## config.mk

```make
export PLATFORM = sky130hd
export DESIGN_NAME = mrs_modem
export DESIGN_NICKNAME = d
export VERILOG_FILES = /design/src/pkg/mrs_pkg.sv /design/src/rtl/mrs_rate_gen.sv /design/src/rtl/mrs_modem.sv
export SDC_FILE = /design/constraint.sdc
export NUM_CORES = 1
export LEC_CHECK = 0
export BUFFER_PORTS_ARGS = -buffer_cell sky130_fd_sc_hd__buf_2
export CAP_MARGIN = 5
export CELL_PAD_IN_SITES_DETAIL_PLACEMENT = 1
export CELL_PAD_IN_SITES_GLOBAL_PLACEMENT = 1
export CORE_MARGIN = 2
export CORE_UTILIZATION = 33
export DETAILED_ROUTE_END_ITERATION = 8
export GPL_TIMING_DRIVEN = 0
export PLACE_DENSITY = 0.69
export SYNTH_ARGS = -nofsm -noshare
export SYNTH_HDL_FRONTEND = slang
export SYNTH_SLANG_ARGS = --single-unit
```

## constraint.sdc

```tcl
create_clock -name clk -period 9 [get_ports clk]
set_input_delay 0.45 -clock clk [delete_from_list [all_inputs] [get_ports clk]]
set_output_delay 0.45 -clock clk [all_outputs]
set_load 0.005 [all_outputs]
```

## src/pkg/mrs_pkg.sv

```systemverilog
// package: register map, field positions, reset values and types of the modem
package mrs_pkg;
	localparam logic [7:0] ADDR_SYNC_HIGH = 8'h00;
	localparam logic [7:0] ADDR_SYNC_LOW = 8'h04;
	localparam logic [7:0] ADDR_CFG_SYNC = 8'h08;
	localparam logic [7:0] ADDR_CFG_RATE_LOW = 8'h0C;
	localparam logic [7:0] ADDR_CFG_RATE_BW = 8'h10;
	localparam logic [7:0] ADDR_OFFSET_CFG = 8'h14;
	localparam logic [7:0] ADDR_OFFSET_CORR = 8'h18;
	localparam logic [7:0] ADDR_OFFSET_EST = 8'h1C;
	localparam logic [7:0] ADDR_STATUS = 8'h20;
	localparam logic [7:0] ADDR_LEVEL = 8'h24;

	localparam logic [7:0] SYNC_HIGH_RST = 8'hA5;
	localparam logic [7:0] SYNC_LOW_RST = 8'h3C;
	localparam logic [7:0] CFG_SYNC_RST = 8'h02;
	localparam logic [7:0] CFG_RATE_LOW_RST = 8'h22;
	localparam logic [7:0] CFG_RATE_BW_RST = 8'h88;
	localparam logic [7:0] OFFSET_CFG_RST = 8'h36;

	// modem_config_sync fields
	localparam int SYNC_MODE_LSB = 0;
	localparam int MOD_FMT_LSB = 4;
	// modem_config_rate_bw fields
	localparam int RATE_E_LSB = 0;
	localparam int BW_M_LSB = 4;
	localparam int BW_E_LSB = 6;
	// offset_comp_config fields
	localparam int LIMIT_LSB = 0;
	localparam int POST_K_BIT = 2;
	localparam int PRE_K_LSB = 3;
	localparam int GATE_BIT = 5;

	localparam logic [2:0] MOD_ASK = 3'h3;
	localparam logic [3:0] RATE_E_MAX = 4'hE;
	localparam logic [8:0] RATE_BASE = 9'h100;
	localparam logic [2:0] BW_BASE = 3'h4;
	localparam logic [2:0] PH_MID = 3'h4;
	localparam logic [2:0] PH_LAST = 3'h7;
	localparam logic [5:0] SYNC_BITS_16 = 6'h10;
	localparam logic [5:0] SYNC_BITS_32 = 6'h20;
	localparam logic [5:0] THR_15_16 = 6'h0F;
	localparam logic [5:0] THR_16_16 = 6'h10;
	localparam logic [5:0] THR_30_32 = 6'h1E;
	localparam logic [2:0] POST_SHIFT_LO = 3'h3;
	localparam logic [2:0] POST_SHIFT_HI = 3'h5;

	typedef enum logic [1:0] {
		SYNC_OFF,
		SYNC_15_16,
		SYNC_16_16,
		SYNC_30_32
	} mrs_sync_mode_e;

	typedef struct packed {
		logic [7:0] rate_mantissa;
		logic [3:0] rate_exponent;
		logic [1:0] bandwidth_mantissa;
		logic [1:0] bandwidth_exponent;
	} mrs_cfg_s;
endpackage

```

## src/rtl/mrs_rate_gen.sv

```systemverilog
// phase accumulator making eight sample ticks per symbol from rate settings
`timescale 1ns/1ps
`default_nettype none
module mrs_rate_gen (
	input wire logic clk,
	input wire logic reset_n,
	input wire mrs_pkg::mrs_cfg_s cfg,
	output logic sample_tick
);
	logic [27:0] acc_reg;
	logic [27:0] inc;
	logic [28:0] sum;

	// increment is (256+m)<<e, times eight for oversampling; the top
	// value stays below 2**27 so ticks can never come back to back
	assign inc = 28'(({19'h0, mrs_pkg::RATE_BASE + {1'b0, cfg.rate_mantissa}}
		<< cfg.rate_exponent) << 3);
	assign sum = {1'b0, acc_reg} + {1'b0, inc};

	// carry out of the 28-bit accumulator is the tick
	always_ff @(posedge clk) begin
		if (!reset_n) begin
			acc_reg <= 28'h0000000;
			sample_tick <= 1'b0;
		end else begin
			acc_reg <= sum[27:0];
			sample_tick <= sum[28];
		end
	end
endmodule
`default_nettype wire

```

## src/rtl/mrs_modem.sv

```systemverilog
// modem core: apb registers, bit/byte sync, sync insertion, offset tracking
`timescale 1ns/1ps
`default_nettype none
module mrs_modem (
	input wire logic clk,
	input wire logic reset_n,
	input wire logic psel,
	input wire logic penable,
	input wire logic pwrite,
	input wire logic [7:0] paddr,
	input wire logic [31:0] pwdata,
	output logic [31:0] prdata,
	output logic pready,
	output logic pslverr,
	input wire logic rx_enable,
	input wire logic rx_symbol,
	input wire logic rx_freq_valid,
	input wire logic [7:0] rx_freq_sample,
	input wire logic [7:0] rx_level,
	input wire logic carrier_sense,
	input wire logic tx_start,
	input wire logic tx_stop,
	input wire logic tx_payload_bit,
	output logic tx_bit,
	output logic tx_active,
	output logic tx_bit_req,
	output logic [7:0] rx_byte,
	output logic rx_byte_valid,
	output logic sync_found,
	output logic [7:0] synth_offset,
	output logic [8:0] filter_divisor
);
	logic [7:0] sync_high_byte_reg;
	logic [7:0] sync_low_byte_reg;
	logic [7:0] modem_config_sync_reg;
	logic [7:0] modem_config_rate_low_reg;
	logic [7:0] modem_config_rate_bw_reg;
	logic [7:0] offset_comp_config_reg;
	logic [7:0] offset_correction_reg;
	logic [7:0] offset_estimate_reg;
	logic [7:0] level_reg;
	logic sync_seen_reg;
	mrs_pkg::mrs_cfg_s cfg_reg;
	logic apb_setup_done;
	logic apb_write;
	logic [31:0] rd_data;
	logic rd_hit;
	logic sample_tick;

	// number of agreeing bits under a mask
	function automatic logic [5:0] agree(input logic [31:0] a,
		input logic [31:0] b, input logic [31:0] mask);
		logic [5:0] n;
		n = 6'h00;
		for (int i = 0; i < 32; i++) begin
			n = n + {5'h00, ~(a[i] ^ b[i]) & mask[i]};
		end
		return n;
	endfunction

	// limit code to tracking bound, a fraction of the channel
	function automatic logic [7:0] limit_of(input logic [1:0] code);
		case (code)
			2'h0: return 8'h00;
			2'h1: return 8'h10;
			2'h2: return 8'h20;
			default: return 8'h40;
		endcase
	endfunction

	// apb: one wait cycle, data and error registered with pready
	assign apb_setup_done = psel & penable & ~pready;
	assign apb_write = psel & penable & pready & pwrite;

	always_ff @(posedge clk) begin
		if (!reset_n) begin
			pready <= 1'b0;
			prdata <= 32'h00000000;
			pslverr <= 1'b0;
		end else begin
			pready <= apb_setup_done;
			if (apb_setup_done) begin
				prdata <= pwrite ? 32'h00000000 : rd_data;
				pslverr <= ~rd_hit;
			end
		end
	end

	// read decode; unmapped offsets read zero and answer with an error
	always_comb begin
		rd_data = 32'h00000000;
		rd_hit = 1'b1;
		case (paddr)
			mrs_pkg::ADDR_SYNC_HIGH: rd_data[7:0] = sync_high_byte_reg;
			mrs_pkg::ADDR_SYNC_LOW: rd_data[7:0] = sync_low_byte_reg;
			mrs_pkg::ADDR_CFG_SYNC: rd_data[7:0] = modem_config_sync_reg;
			mrs_pkg::ADDR_CFG_RATE_LOW: rd_data[7:0] = modem_config_rate_low_reg;
			mrs_pkg::ADDR_CFG_RATE_BW: rd_data[7:0] = modem_config_rate_bw_reg;
			mrs_pkg::ADDR_OFFSET_CFG: rd_data[7:0] = offset_comp_config_reg;
			mrs_pkg::ADDR_OFFSET_CORR: rd_data[7:0] = offset_correction_reg;
			mrs_pkg::ADDR_OFFSET_EST: rd_data[7:0] = offset_estimate_reg;
			mrs_pkg::ADDR_STATUS: rd_data[3:0] = {sync_seen_reg, carrier_sense,
				tx_active, rx_enable};
			mrs_pkg::ADDR_LEVEL: rd_data[7:0] = level_reg;
			default: rd_hit = 1'b0;
		endcase
	end

	// writable configuration; the write lands on the pready edge only
	always_ff @(posedge clk) begin
		if (!reset_n) begin
			sync_high_byte_reg <= mrs_pkg::SYNC_HIGH_RST;
			sync_low_byte_reg <= mrs_pkg::SYNC_LOW_RST;
			modem_config_sync_reg <= mrs_pkg::CFG_SYNC_RST;
			modem_config_rate_low_reg <= mrs_pkg::CFG_RATE_LOW_RST;
			modem_config_rate_bw_reg <= mrs_pkg::CFG_RATE_BW_RST;
			offset_comp_config_reg <= mrs_pkg::OFFSET_CFG_RST;
			offset_correction_reg <= 8'h00;
		end else if (apb_write) begin
			case (paddr)
				mrs_pkg::ADDR_SYNC_HIGH: sync_high_byte_reg <= pwdata[7:0];
				mrs_pkg::ADDR_SYNC_LOW: sync_low_byte_reg <= pwdata[7:0];
				mrs_pkg::ADDR_CFG_SYNC: modem_config_sync_reg <= pwdata[7:0];
				mrs_pkg::ADDR_CFG_RATE_LOW: modem_config_rate_low_reg <= pwdata[7:0];
				mrs_pkg::ADDR_CFG_RATE_BW: modem_config_rate_bw_reg <= pwdata[7:0];
				mrs_pkg::ADDR_OFFSET_CFG: offset_comp_config_reg <= pwdata[7:0];
				mrs_pkg::ADDR_OFFSET_CORR: offset_correction_reg <= pwdata[7:0];
				default: ;
			endcase
		end
	end

	// synthesizer retune follows the correction field one cycle later
	always_ff @(posedge clk) begin
		if (!reset_n) begin
			synth_offset <= 8'h00;
		end else begin
			synth_offset <= offset_correction_reg;
		end
	end

	// rate and bandwidth are taken only while idle, so a rewrite cannot
	// tear a symbol in flight; exponent clamped to the top of the span
	always_ff @(posedge clk) begin
		if (!reset_n) begin
			cfg_reg <= '0;
		end else if (!rx_enable && !tx_active) begin
			cfg_reg.rate_mantissa <= modem_config_rate_low_reg;
			cfg_reg.rate_exponent <= (modem_config_rate_bw_reg[3:0] >
				mrs_pkg::RATE_E_MAX) ? mrs_pkg::RATE_E_MAX :
				modem_config_rate_bw_reg[3:0];
			cfg_reg.bandwidth_mantissa <=
				modem_config_rate_bw_reg[mrs_pkg::BW_M_LSB +: 2];
			cfg_reg.bandwidth_exponent <=
				modem_config_rate_bw_reg[mrs_pkg::BW_E_LSB +: 2];
		end
	end

	// filter decimation 8*(4+m)*2^e, clock divided by it is the bandwidth
	always_ff @(posedge clk) begin
		if (!reset_n) begin
			filter_divisor <= 9'h000;
		end else begin
			filter_divisor <= 9'({6'h00, mrs_pkg::BW_BASE +
				{1'b0, cfg_reg.bandwidth_mantissa}} <<
				(3 + cfg_reg.bandwidth_exponent));
		end
	end

	// signal strength: leaky average of the channel level
	always_ff @(posedge clk) begin
		if (!reset_n) begin
			level_reg <= 8'h00;
		end else if (rx_enable) begin
			level_reg <= level_reg - {2'b00, level_reg[7:2]} +
				{2'b00, rx_level[7:2]};
		end
	end

	mrs_rate_gen u_rate_gen (
		.clk(clk),
		.reset_n(reset_n),
		.cfg(cfg_reg),
		.sample_tick(sample_tick)
	);

	// bit sync: eight phases a symbol, edges pull the phase toward zero
	logic [2:0] phase_reg;
	logic sym_prev_reg;
	logic bit_sample;
	assign bit_sample = rx_enable & sample_tick & (phase_reg == mrs_pkg::PH_MID);

	always_ff @(posedge clk) begin
		if (!reset_n) begin
			phase_reg <= 3'h0;
			sym_prev_reg <= 1'b0;
		end else if (sample_tick) begin
			sym_prev_reg <= rx_symbol;
			if (rx_symbol != sym_prev_reg && phase_reg != 3'h0) begin
				// late edge: hold a step; early edge: skip a step
				phase_reg <= phase_reg[2] ? phase_reg + 3'h2 : phase_reg;
			end else begin
				phase_reg <= phase_reg + 3'h1;
			end
		end
	end

	// sync correlation on the bit history including the newest bit
	logic [31:0] rx_shift_reg;
	logic [31:0] rx_shift_next;
	logic [31:0] sync_pattern;
	logic [1:0] sync_mode;
	logic sync_hit;
	logic [2:0] rx_cnt_reg;
	logic rx_accept;
	assign rx_shift_next = {rx_shift_reg[30:0], rx_symbol};
	assign sync_pattern = {sync_high_byte_reg, sync_low_byte_reg,
		sync_high_byte_reg, sync_low_byte_reg};
	assign sync_mode = modem_config_sync_reg[mrs_pkg::SYNC_MODE_LSB +: 2];

	always_comb begin
		sync_hit = 1'b0;
		case (mrs_pkg::mrs_sync_mode_e'(sync_mode))
			mrs_pkg::SYNC_15_16: sync_hit = agree(rx_shift_next, sync_pattern,
				32'h0000FFFF) >= mrs_pkg::THR_15_16;
			mrs_pkg::SYNC_16_16: sync_hit = agree(rx_shift_next, sync_pattern,
				32'h0000FFFF) == mrs_pkg::THR_16_16;
			mrs_pkg::SYNC_30_32: sync_hit = agree(rx_shift_next, sync_pattern,
				32'hFFFFFFFF) >= mrs_pkg::THR_30_32;
			default: sync_hit = 1'b0;
		endcase
		sync_hit = sync_hit & bit_sample;
	end
	// with detection on, bytes flow only after a matched sync
	assign rx_accept = (sync_mode == 2'h0) | sync_seen_reg;

	// shift register, byte counter and sync flag; hit realigns bytes
	always_ff @(posedge clk) begin
		if (!reset_n) begin
			rx_shift_reg <= 32'h00000000;
			rx_cnt_reg <= 3'h0;
			sync_seen_reg <= 1'b0;
			sync_found <= 1'b0;
			rx_byte <= 8'h00;
			rx_byte_valid <= 1'b0;
		end else begin
			sync_found <= sync_hit;
			rx_byte_valid <= 1'b0;
			if (sync_hit) begin
				sync_seen_reg <= 1'b1;
			end else if (!rx_enable) begin
				sync_seen_reg <= 1'b0;
			end
			if (bit_sample) begin
				rx_shift_reg <= rx_shift_next;
				rx_cnt_reg <= sync_hit ? 3'h0 : rx_cnt_reg + 3'h1;
				if (!sync_hit && rx_cnt_reg == mrs_pkg::PH_LAST && rx_accept) begin
					rx_byte <= rx_shift_next[7:0];
					rx_byte_valid <= 1'b1;
				end
			end
		end
	end

	// offset tracking: first-order loop, gain shift set by sync state
	logic signed [8:0] smp_ext;
	logic signed [8:0] est_ext;
	logic signed [8:0] afc_diff;
	logic signed [8:0] afc_step;
	logic signed [9:0] afc_sum;
	logic signed [9:0] afc_lim;
	logic [2:0] afc_shift;
	logic afc_ask;
	logic afc_frozen;
	assign smp_ext = {rx_freq_sample[7], rx_freq_sample};
	assign est_ext = {offset_estimate_reg[7], offset_estimate_reg};
	assign afc_diff = smp_ext - est_ext;
	assign afc_shift = sync_seen_reg ?
		(offset_comp_config_reg[mrs_pkg::POST_K_BIT] ?
		mrs_pkg::POST_SHIFT_HI : mrs_pkg::POST_SHIFT_LO) :
		{1'b0, offset_comp_config_reg[mrs_pkg::PRE_K_LSB +: 2]} + 3'h1;
	assign afc_step = afc_diff >>> afc_shift;
	assign afc_sum = {est_ext[8], est_ext} + {afc_step[8], afc_step};
	assign afc_lim = {2'b00,
		limit_of(offset_comp_config_reg[mrs_pkg::LIMIT_LSB +: 2])};
	assign afc_ask = modem_config_sync_reg[mrs_pkg::MOD_FMT_LSB +: 3] ==
		mrs_pkg::MOD_ASK;
	assign afc_frozen = offset_comp_config_reg[mrs_pkg::GATE_BIT] &
		~carrier_sense;

	always_ff @(posedge clk) begin
		if (!reset_n) begin
			offset_estimate_reg <= 8'h00;
		end else if (afc_ask) begin
			offset_estimate_reg <= 8'h00;
		end else if (rx_enable && rx_freq_valid && !afc_frozen) begin
			if (afc_sum > afc_lim) begin
				offset_estimate_reg <= afc_lim[7:0];
			end else if (afc_sum < -afc_lim) begin
				offset_estimate_reg <= 8'(-afc_lim);
			end else begin
				offset_estimate_reg <= afc_sum[7:0];
			end
		end
	end

	// transmit: sync word shifted out msb first before any payload
	logic [2:0] tx_phase_reg;
	logic [31:0] tx_shift_reg;
	logic [5:0] tx_left_reg;
	logic tx_sym;
	assign tx_sym = sample_tick & (tx_phase_reg == mrs_pkg::PH_LAST);

	always_ff @(posedge clk) begin
		if (!reset_n) begin
			tx_phase_reg <= 3'h0;
			tx_shift_reg <= 32'h00000000;
			tx_left_reg <= 6'h00;
			tx_active <= 1'b0;
			tx_bit <= 1'b0;
			tx_bit_req <= 1'b0;
		end else begin
			tx_bit_req <= 1'b0;
			if (sample_tick) begin
				tx_phase_reg <= tx_phase_reg + 3'h1;
			end
			if (!tx_active) begin
				if (tx_start) begin
					tx_active <= 1'b1;
					tx_shift_reg <= sync_pattern;
					tx_left_reg <= (sync_mode == 2'h3) ?
						mrs_pkg::SYNC_BITS_32 : mrs_pkg::SYNC_BITS_16;
				end
			end else if (tx_stop) begin
				tx_active <= 1'b0;
				tx_bit <= 1'b0;
			end else if (tx_sym) begin
				if (tx_left_reg != 6'h00) begin
					tx_bit <= tx_shift_reg[31];
					tx_shift_reg <= {tx_shift_reg[30:0], 1'b0};
					tx_left_reg <= tx_left_reg - 6'h01;
				end else begin
					tx_bit <= tx_payload_bit;
					tx_bit_req <= 1'b1;
				end
			end
		end
	end
endmodule
`default_nettype wire

```

==> results of run 1 <==
[worst min-delay path by stage]
stage | start | end | slack, ns | cells after the start
2_1_floorplan | tx_shift_reg[16] | tx_shift_reg[16] | 0.43 | 2
3_3_place_gp | prdata[1] | prdata[1] | 0.45 | 2
3_5_place_dp | rx_cnt_reg[1] | rx_cnt_reg[1] | 0.45 | 2
4_1_cts | tx_stop | tx_active | 0.20 | 3
5_1_grt | tx_stop | tx_active | 0.23 | 3
6_report | tx_stop | tx_active | 0.22 | 3
[through the flow]
stage               area (sq um)  utilization, %  power, W  setup WS [ns]
global placement           15400            36.0   0.00170          0.828
CTS                        16400            38.3   0.00294          0.661
detailed placement         15400            36.0   0.00172          0.694
floorplan                  14300               -   0.00156           1.55
global route               16400            38.3   0.00307          0.327
finish                     16400            38.3   0.00292          0.709
[metal layers]
layer | vias to the layer above | track usage [%] | share of wire [%]
met5 | - | 0 | 0.026
met4 | 2 | 6.51 | 3.1
met3 | 75 | 2.33 | 4.1
met2 | 272 | 36.0 | 47
met1 | 6141 | 27.1 | 45
li1 | 6144 | - | -
[area by class of cell]
class / instances / area, sq um
timing repair buffer: 78 / 390
inverter: 104 / 390
fill: 5165 / 26400
multi-input combinational: 1295 / 8730
tap: 546 / 683
clock buffer: 37 / 783
antenna: 1 / 2.50
buffer: 109 / 510
sequential: 234 / 4680
clock inverter: 12 / 201
[placed cells by master (no fill, tap or decap), types with 33 or more instances in the layout]
cell      count
a211oi_1     38
a21oi_1     109
buf_2        81
clkbuf_1     81
dfxtp_1     234
ha_1         85
inv_1       103
mux2i_1     104
nand2_1     208
nor2_1      175
nor2b_1      45
nor3_1       53
o21ai_0      63
xnor2_1      36
xor2_1       33
[cell families (layout without fill, tap and decap cells)]
group	count (synthesis)	count (layout)	synth area share, %
AOI/OAI and AO/OA	356	356	16.1
adders and majority gates	116	116	11.8
muxes	117	117	8.58
buffers and inverters	213	340	6.33
other	1	25	0.0264
xor gates and xnor gates	69	69	4.25
and+or+nand+nor	613	613	19.9
DFF	234	234	32.9
[tightest hold or removal path, stage by stage]
cell and delay (ns):
buf_2 0.11, nand2b_1 0.10, a21oi_1 0.06
[where the power goes]
| group | internal, W | leakage [nW] | total [W] | switching (W) |
|---|---|---|---|---|
| logic | 0.000243 | 4.48 | 0.000596 | 0.000353 |
| clock network | 0.000752 | 0.478 | 0.00122 | 0.000466 |
| registers | 0.00107 | 1.90 | 0.00110 | 0.0000339 |
| total | 0.00206 | 6.86 | 0.00292 | 0.000853 |
==> results.md, run 1 <==
- Setup CP Type: register to register
- Final min period: 8.29 ns
- Gr usage total: 20.8%
- CP max FO: 9
- Crit path depth: 25
- Number of flops mapped to enable cells by yosys: 0
- Die Area: 44800 sq um
- Avg Cell Area, Syn: 8.28 sq um
- Arrival time at the worst endpoint: 8.77 ns
- CP Capture Type: register
- CTS sink cnt: 234
- Fmax: 121 MHz
- Final #Nets: 2033
- Share of layout cells above drive strength 1: 9.79%
- H-tree Lvls: 1
- Worst-case hold slack: 0.216 ns
- Worst R2R End: rx_byte[1]
- Initial antenna violation count: 2
- Placed cells: 2366
- IO Port Bufs: 78
- Initial Util: 33.3%
- Async S/R FF share, synth: 0%
- Flop2flop setup slack: 0.71 ns
- Sum Neg Setup Slack: 0 ns
- Worst-path clk slew: 0.06 ns
- Layout Cells excl Fill: 2416
- Synth area leaders: dfxtp_1 (33%), ha_1 (7.5%), mux2i_1 (7.3%), nand2_1 (5.5%), nor2_1 (4.6%)
- Netlist cell types: 75
- Leakage: 6.86 nW
- Maxcap violations: 0
- Most frequent cell after synthesis: dfxtp_1
- Worst path slowest cell: dfxtp_1
- RSZ-0062 raised after global routing: false
- Post-synthesis to final-layout area growth: 15.1%
- Cts repair resizes: 0
- CTS Buf Count: 27
- Global-route wire length before repair: 73.3 mm
- CORE AREA: 42800 sq um
- Crit path max-delay family: adder cells
- DRT antenna net count: 0
- Hold_buf cts: 0
- CP startpoint: sync_low_byte_reg[4]
- Wire per inst: 19.2 um
- Number of max-slew violations in the final report: 0
- TritonRoute pass-1 iters: 5
- Die width: 212 um
- Setup Fix Bufs, Post-CTS: 0
- Synth warn: 0
- Register bit total from synthesis: 234
- Synth top area share: 32.9%
- Skew final: 0.0145 ns
- Vias in the first global route: 13200
- Sequential area share after synthesis: 32.9%
- Worst vdd ir: 134 uV
- Dominant cell type by area after synthesis: dfxtp_1
- Worst path most repeated cell: fa_1
- Global route overflow: 0
- Row cnt: 76
- DRT Wirelength: 46.4 mm
- CTS Buffer Depth: 3
- Max_slew headroom: 23.4%
- Worst Tran Pin Value: 1.14 ns
- P per Cell Area: 178 nW/um^2
- Root Buffer: clkbuf_16
- Reg-to-reg critical path startpoint: sync_low_byte_reg[4]
- Crit path capture: rx_byte[1]
- RePlAce Congestion: 0.915
- DP HPWL: 35.5 mm
- R2R depth: 25
- Status: completed
- Prevailing post-synth register cell: dfxtp_1
- CP required: 9.48 ns
- Final setup fails: 0
- Clock Latency Late Sink: 0.55 ns
- Buffers & Inverters on Critical Path: 6
- Via/cell ratio: 5.23
- Final period util: 92.1%
- CP startpoint kind: register
- Via count: 12600
- Most instantiated cells after synthesis: dfxtp_1 (234), nand2_1 (208), nor2_1 (175)
- Final Hold Vio Count: 0
- Number of flip-flops in the largest register: 32
- Die height: 212 um
- Iter 0 DRT Violations: 655
- Mapped Cells: 1719
- Largest net degree at the start of global routing: 14
- HP Class: input pin to register
- CTS tree: done
- Post-Syn Area: 14200 sq um
- Slowest cell delay on critical path: 0.60 ns
- Remaining DRCs: 0
- # IOs: 132
No activity file was read; power rests on OpenSTA's default activity.
==> run 2, diff against run 1 <==
--- a/config.mk
+++ b/config.mk
@@ -13,7 +13,8 @@
 export CORE_UTILIZATION = 33
 export DETAILED_ROUTE_END_ITERATION = 8
 export GPL_TIMING_DRIVEN = 0
-export PLACE_DENSITY = 0.69
+export PLACE_DENSITY = 0.71
+export SLEW_MARGIN = 20
 export SYNTH_ARGS = -nofsm -noshare
 export SYNTH_HDL_FRONTEND = slang
 export SYNTH_SLANG_ARGS = --single-unit
==> constraint.sdc (replaced) <==
create_clock -name clk -period 6.7 [get_ports clk]
set_input_delay 0.335 -clock clk [delete_from_list [all_inputs] [get_ports clk]]
set_output_delay 0.335 -clock clk [all_outputs]
set_load 0.005 [all_outputs]
==> results.md, run 2 (same netlist as run 1, synthesis figures left out) <==
- Status: finished with violations
- Failing checks: negative setup slack
- Worst-case hold slack: 0.102 ns
- Post-synthesis to final-layout area growth: 16.2%
- Wire per inst: 19.3 um
- Worst vdd ir: 138 uV
- Row cnt: 76
- Arrival time at the worst endpoint: 7.65 ns
- Fin worst setup slack: -0.509 ns
- Min-Delay Endpoint: tx_active
- CTS Buf Count: 27
- IO Port Bufs: 78
- Largest net degree at the start of global routing: 15
- CP required: 7.14 ns
- CP startpoint kind: register
- Final period util: 108%
- Share of layout cells above drive strength 1: 11.8%
- H-tree Lvls: 1
- R2R depth: 26
- Final Hold Vio Count: 0
- # fillers: 5166
- Design Power: 0.00387 W
- Iter 0 DRT Violations: 531
- Clock Latency Late Sink: 0.57 ns
- # IOs: 132
- Number of flip-flops in the largest register: 32
- Global-route wire length before repair: 73.9 mm
- Reg-to-reg critical path startpoint: sync_low_byte_reg[1]
- Via/cell ratio: 5.27
- Most frequent cells in the layout: dfxtp_1 (223), nand2_1 (208), nor2_1 (175)
- Remaining DRCs: 0
- Number of max-slew violations in the final report: 0
- Root Buffer: clkbuf_16
- Gr usage total: 21.0%
- Final #Nets: 2039
- HP Start: tx_stop
- Initial Util: 33.3%
- Final setup fails: 14
- TritonRoute pass-1 iters: 5
- CTS tree: done
- GRT met2 Usage: 37.6%
- Flop2flop setup slack: -0.51 ns
- Setup CP Type: register to register
- GRT met3 Usage: 2.36%
- CP Capture Type: register
- Commonest non-fill, non-tap cell in the layout: dfxtp_1
- Die width: 212 um
- RePlAce Congestion: 0.928
- Skew final: 0.0262 ns
- Slowest cell delay on critical path: 0.57 ns
- Top Usage Layer GRT: met2
- DRT Wirelength: 46.6 mm
- CTS Buffer Depth: 3
- Die height: 212 um
- Worst path most repeated cell: fa_1
- Leakage: 6.91 nW
- Worst Tran Pin Value: 1.09 ns
- Buffers & Inverters on Critical Path: 7
- Final min period: 7.21 ns
- Initial antenna violation count: 1
- Crit path max-delay family: adder cells
- DRT antenna net count: 0
- Vias in the first global route: 13400
- CTS sink cnt: 234
- DP HPWL: 35.5 mm
- Hold_buf cts: 0
- P per Cell Area: 234 nW/um^2
- Maxcap violations: 0
- Worst path slowest cell: fa_1
- Max_slew headroom: 27.6%
- HP Class: input pin to register
- Via count: 12800
- Fmax: 139 MHz
- Die Area: 44800 sq um
- ANT cells: 0
- Global route overflow: 0
- Worst R2R End: rx_byte_valid
- Worst-path clk slew: 0.06 ns
- RSZ-0062 raised after global routing: true
- Worst Hold Depth: 3
- CORE AREA: 42800 sq um
- GR Util met1: 26.0%
- CP max FO: 9
-- run 2: through the flow --
| step | instance area [sq um] | std cells | TNS [ns] | util (%) | setup slack (ns) |
|---|---|---|---|---|---|
| CTS | 16500 | 2422 | -6.08 | 38.6 | -0.480 |
| detailed placement | 15400 | 2366 | -12.38 | 36.1 | -0.945 |
| global placement | 15400 | 2366 | -10.87 | 36.1 | -0.846 |
| finish | 16500 | 2422 | -6.29 | 38.6 | -0.509 |
| floorplan | 14400 | 1742 | -1.65 | - | -0.178 |
| global route | 16500 | 2422 | -9.78 | 38.6 | -0.749 |
-- run 2: final cells by class --
cell class / count / area [sq um] / share of cell area, %
Clock buffer: 34 / 762 / 4.61
Multi-Input combinational cell: 1295 / 8840 / 53.5
Sequential cell: 234 / 4720 / 28.6
Clock inverter: 16 / 193 / 1.17
Tap cell: 546 / 683 / 4.13
Inverter: 104 / 390 / 2.36
Buffer: 109 / 510 / 3.09
Timing Repair Buffer: 84 / 435 / 2.63
-- run 2: report_power, final --
group	switching [W]	internal [W]	leakage, nW
logic	0.000472	0.000333	4.53
registers	0.0000452	0.00143	1.90
clock network	0.000651	0.000932	0.472
-- run 2: worst reg2reg max path: stages, from the launching register on --
cell      delay [ns]
dfxtp_4         0.40
xnor2_2         0.16
fa_1            0.50
inv_1           0.05
fa_1            0.46
fa_1            0.57
inv_2           0.05
fa_1            0.48
ha_4            0.30
inv_2           0.03
fa_1            0.49
fa_1            0.43
fa_1            0.50
inv_1           0.06
fa_1            0.44
inv_2           0.07
fa_2            0.21
fa_2            0.25
nor2b_4         0.05
or4b_4          0.50
a211oi_2        0.22
nor3_2          0.08
nor4_4          0.22
buf_4           0.20
nor4_4          0.05
buf_6           0.17
and2_1          0.15
-- run 2: how the worst max path moves through the flow --
| stage | to | slack [ns] | cells past startpoint | start |
|---|---|---|---|---|
| 2_1_floorplan | rx_byte_valid | -0.18 | 25 | sync_low_byte_reg[3] |
| 3_3_place_gp | rx_byte_valid | -0.85 | 25 | sync_low_byte_reg[1] |
| 3_5_place_dp | rx_byte_valid | -0.95 | 25 | sync_low_byte_reg[1] |
| 4_1_cts | rx_byte_valid | -0.48 | 26 | sync_low_byte_reg[3] |
| 5_1_grt | rx_byte_valid | -0.75 | 26 | sync_low_byte_reg[3] |
| 6_report | rx_byte_valid | -0.51 | 26 | sync_low_byte_reg[1] |
-- run 2: per-layer routing --
layer | routed length (um) | vias to the layer above
li1 | - | 6163
met1 | 20600 | 6272
met2 | 23000 | 245
met3 | 1660 | 83
met4 | 1360 | 2
met5 | 13 | -
-- run 2: what timing repair did --
item                       4_1_cts  5_1_grt
setup buffers                    6        0
resized for setup               20        6
setup endpoints to repair       14       14
pin swaps                        6        2
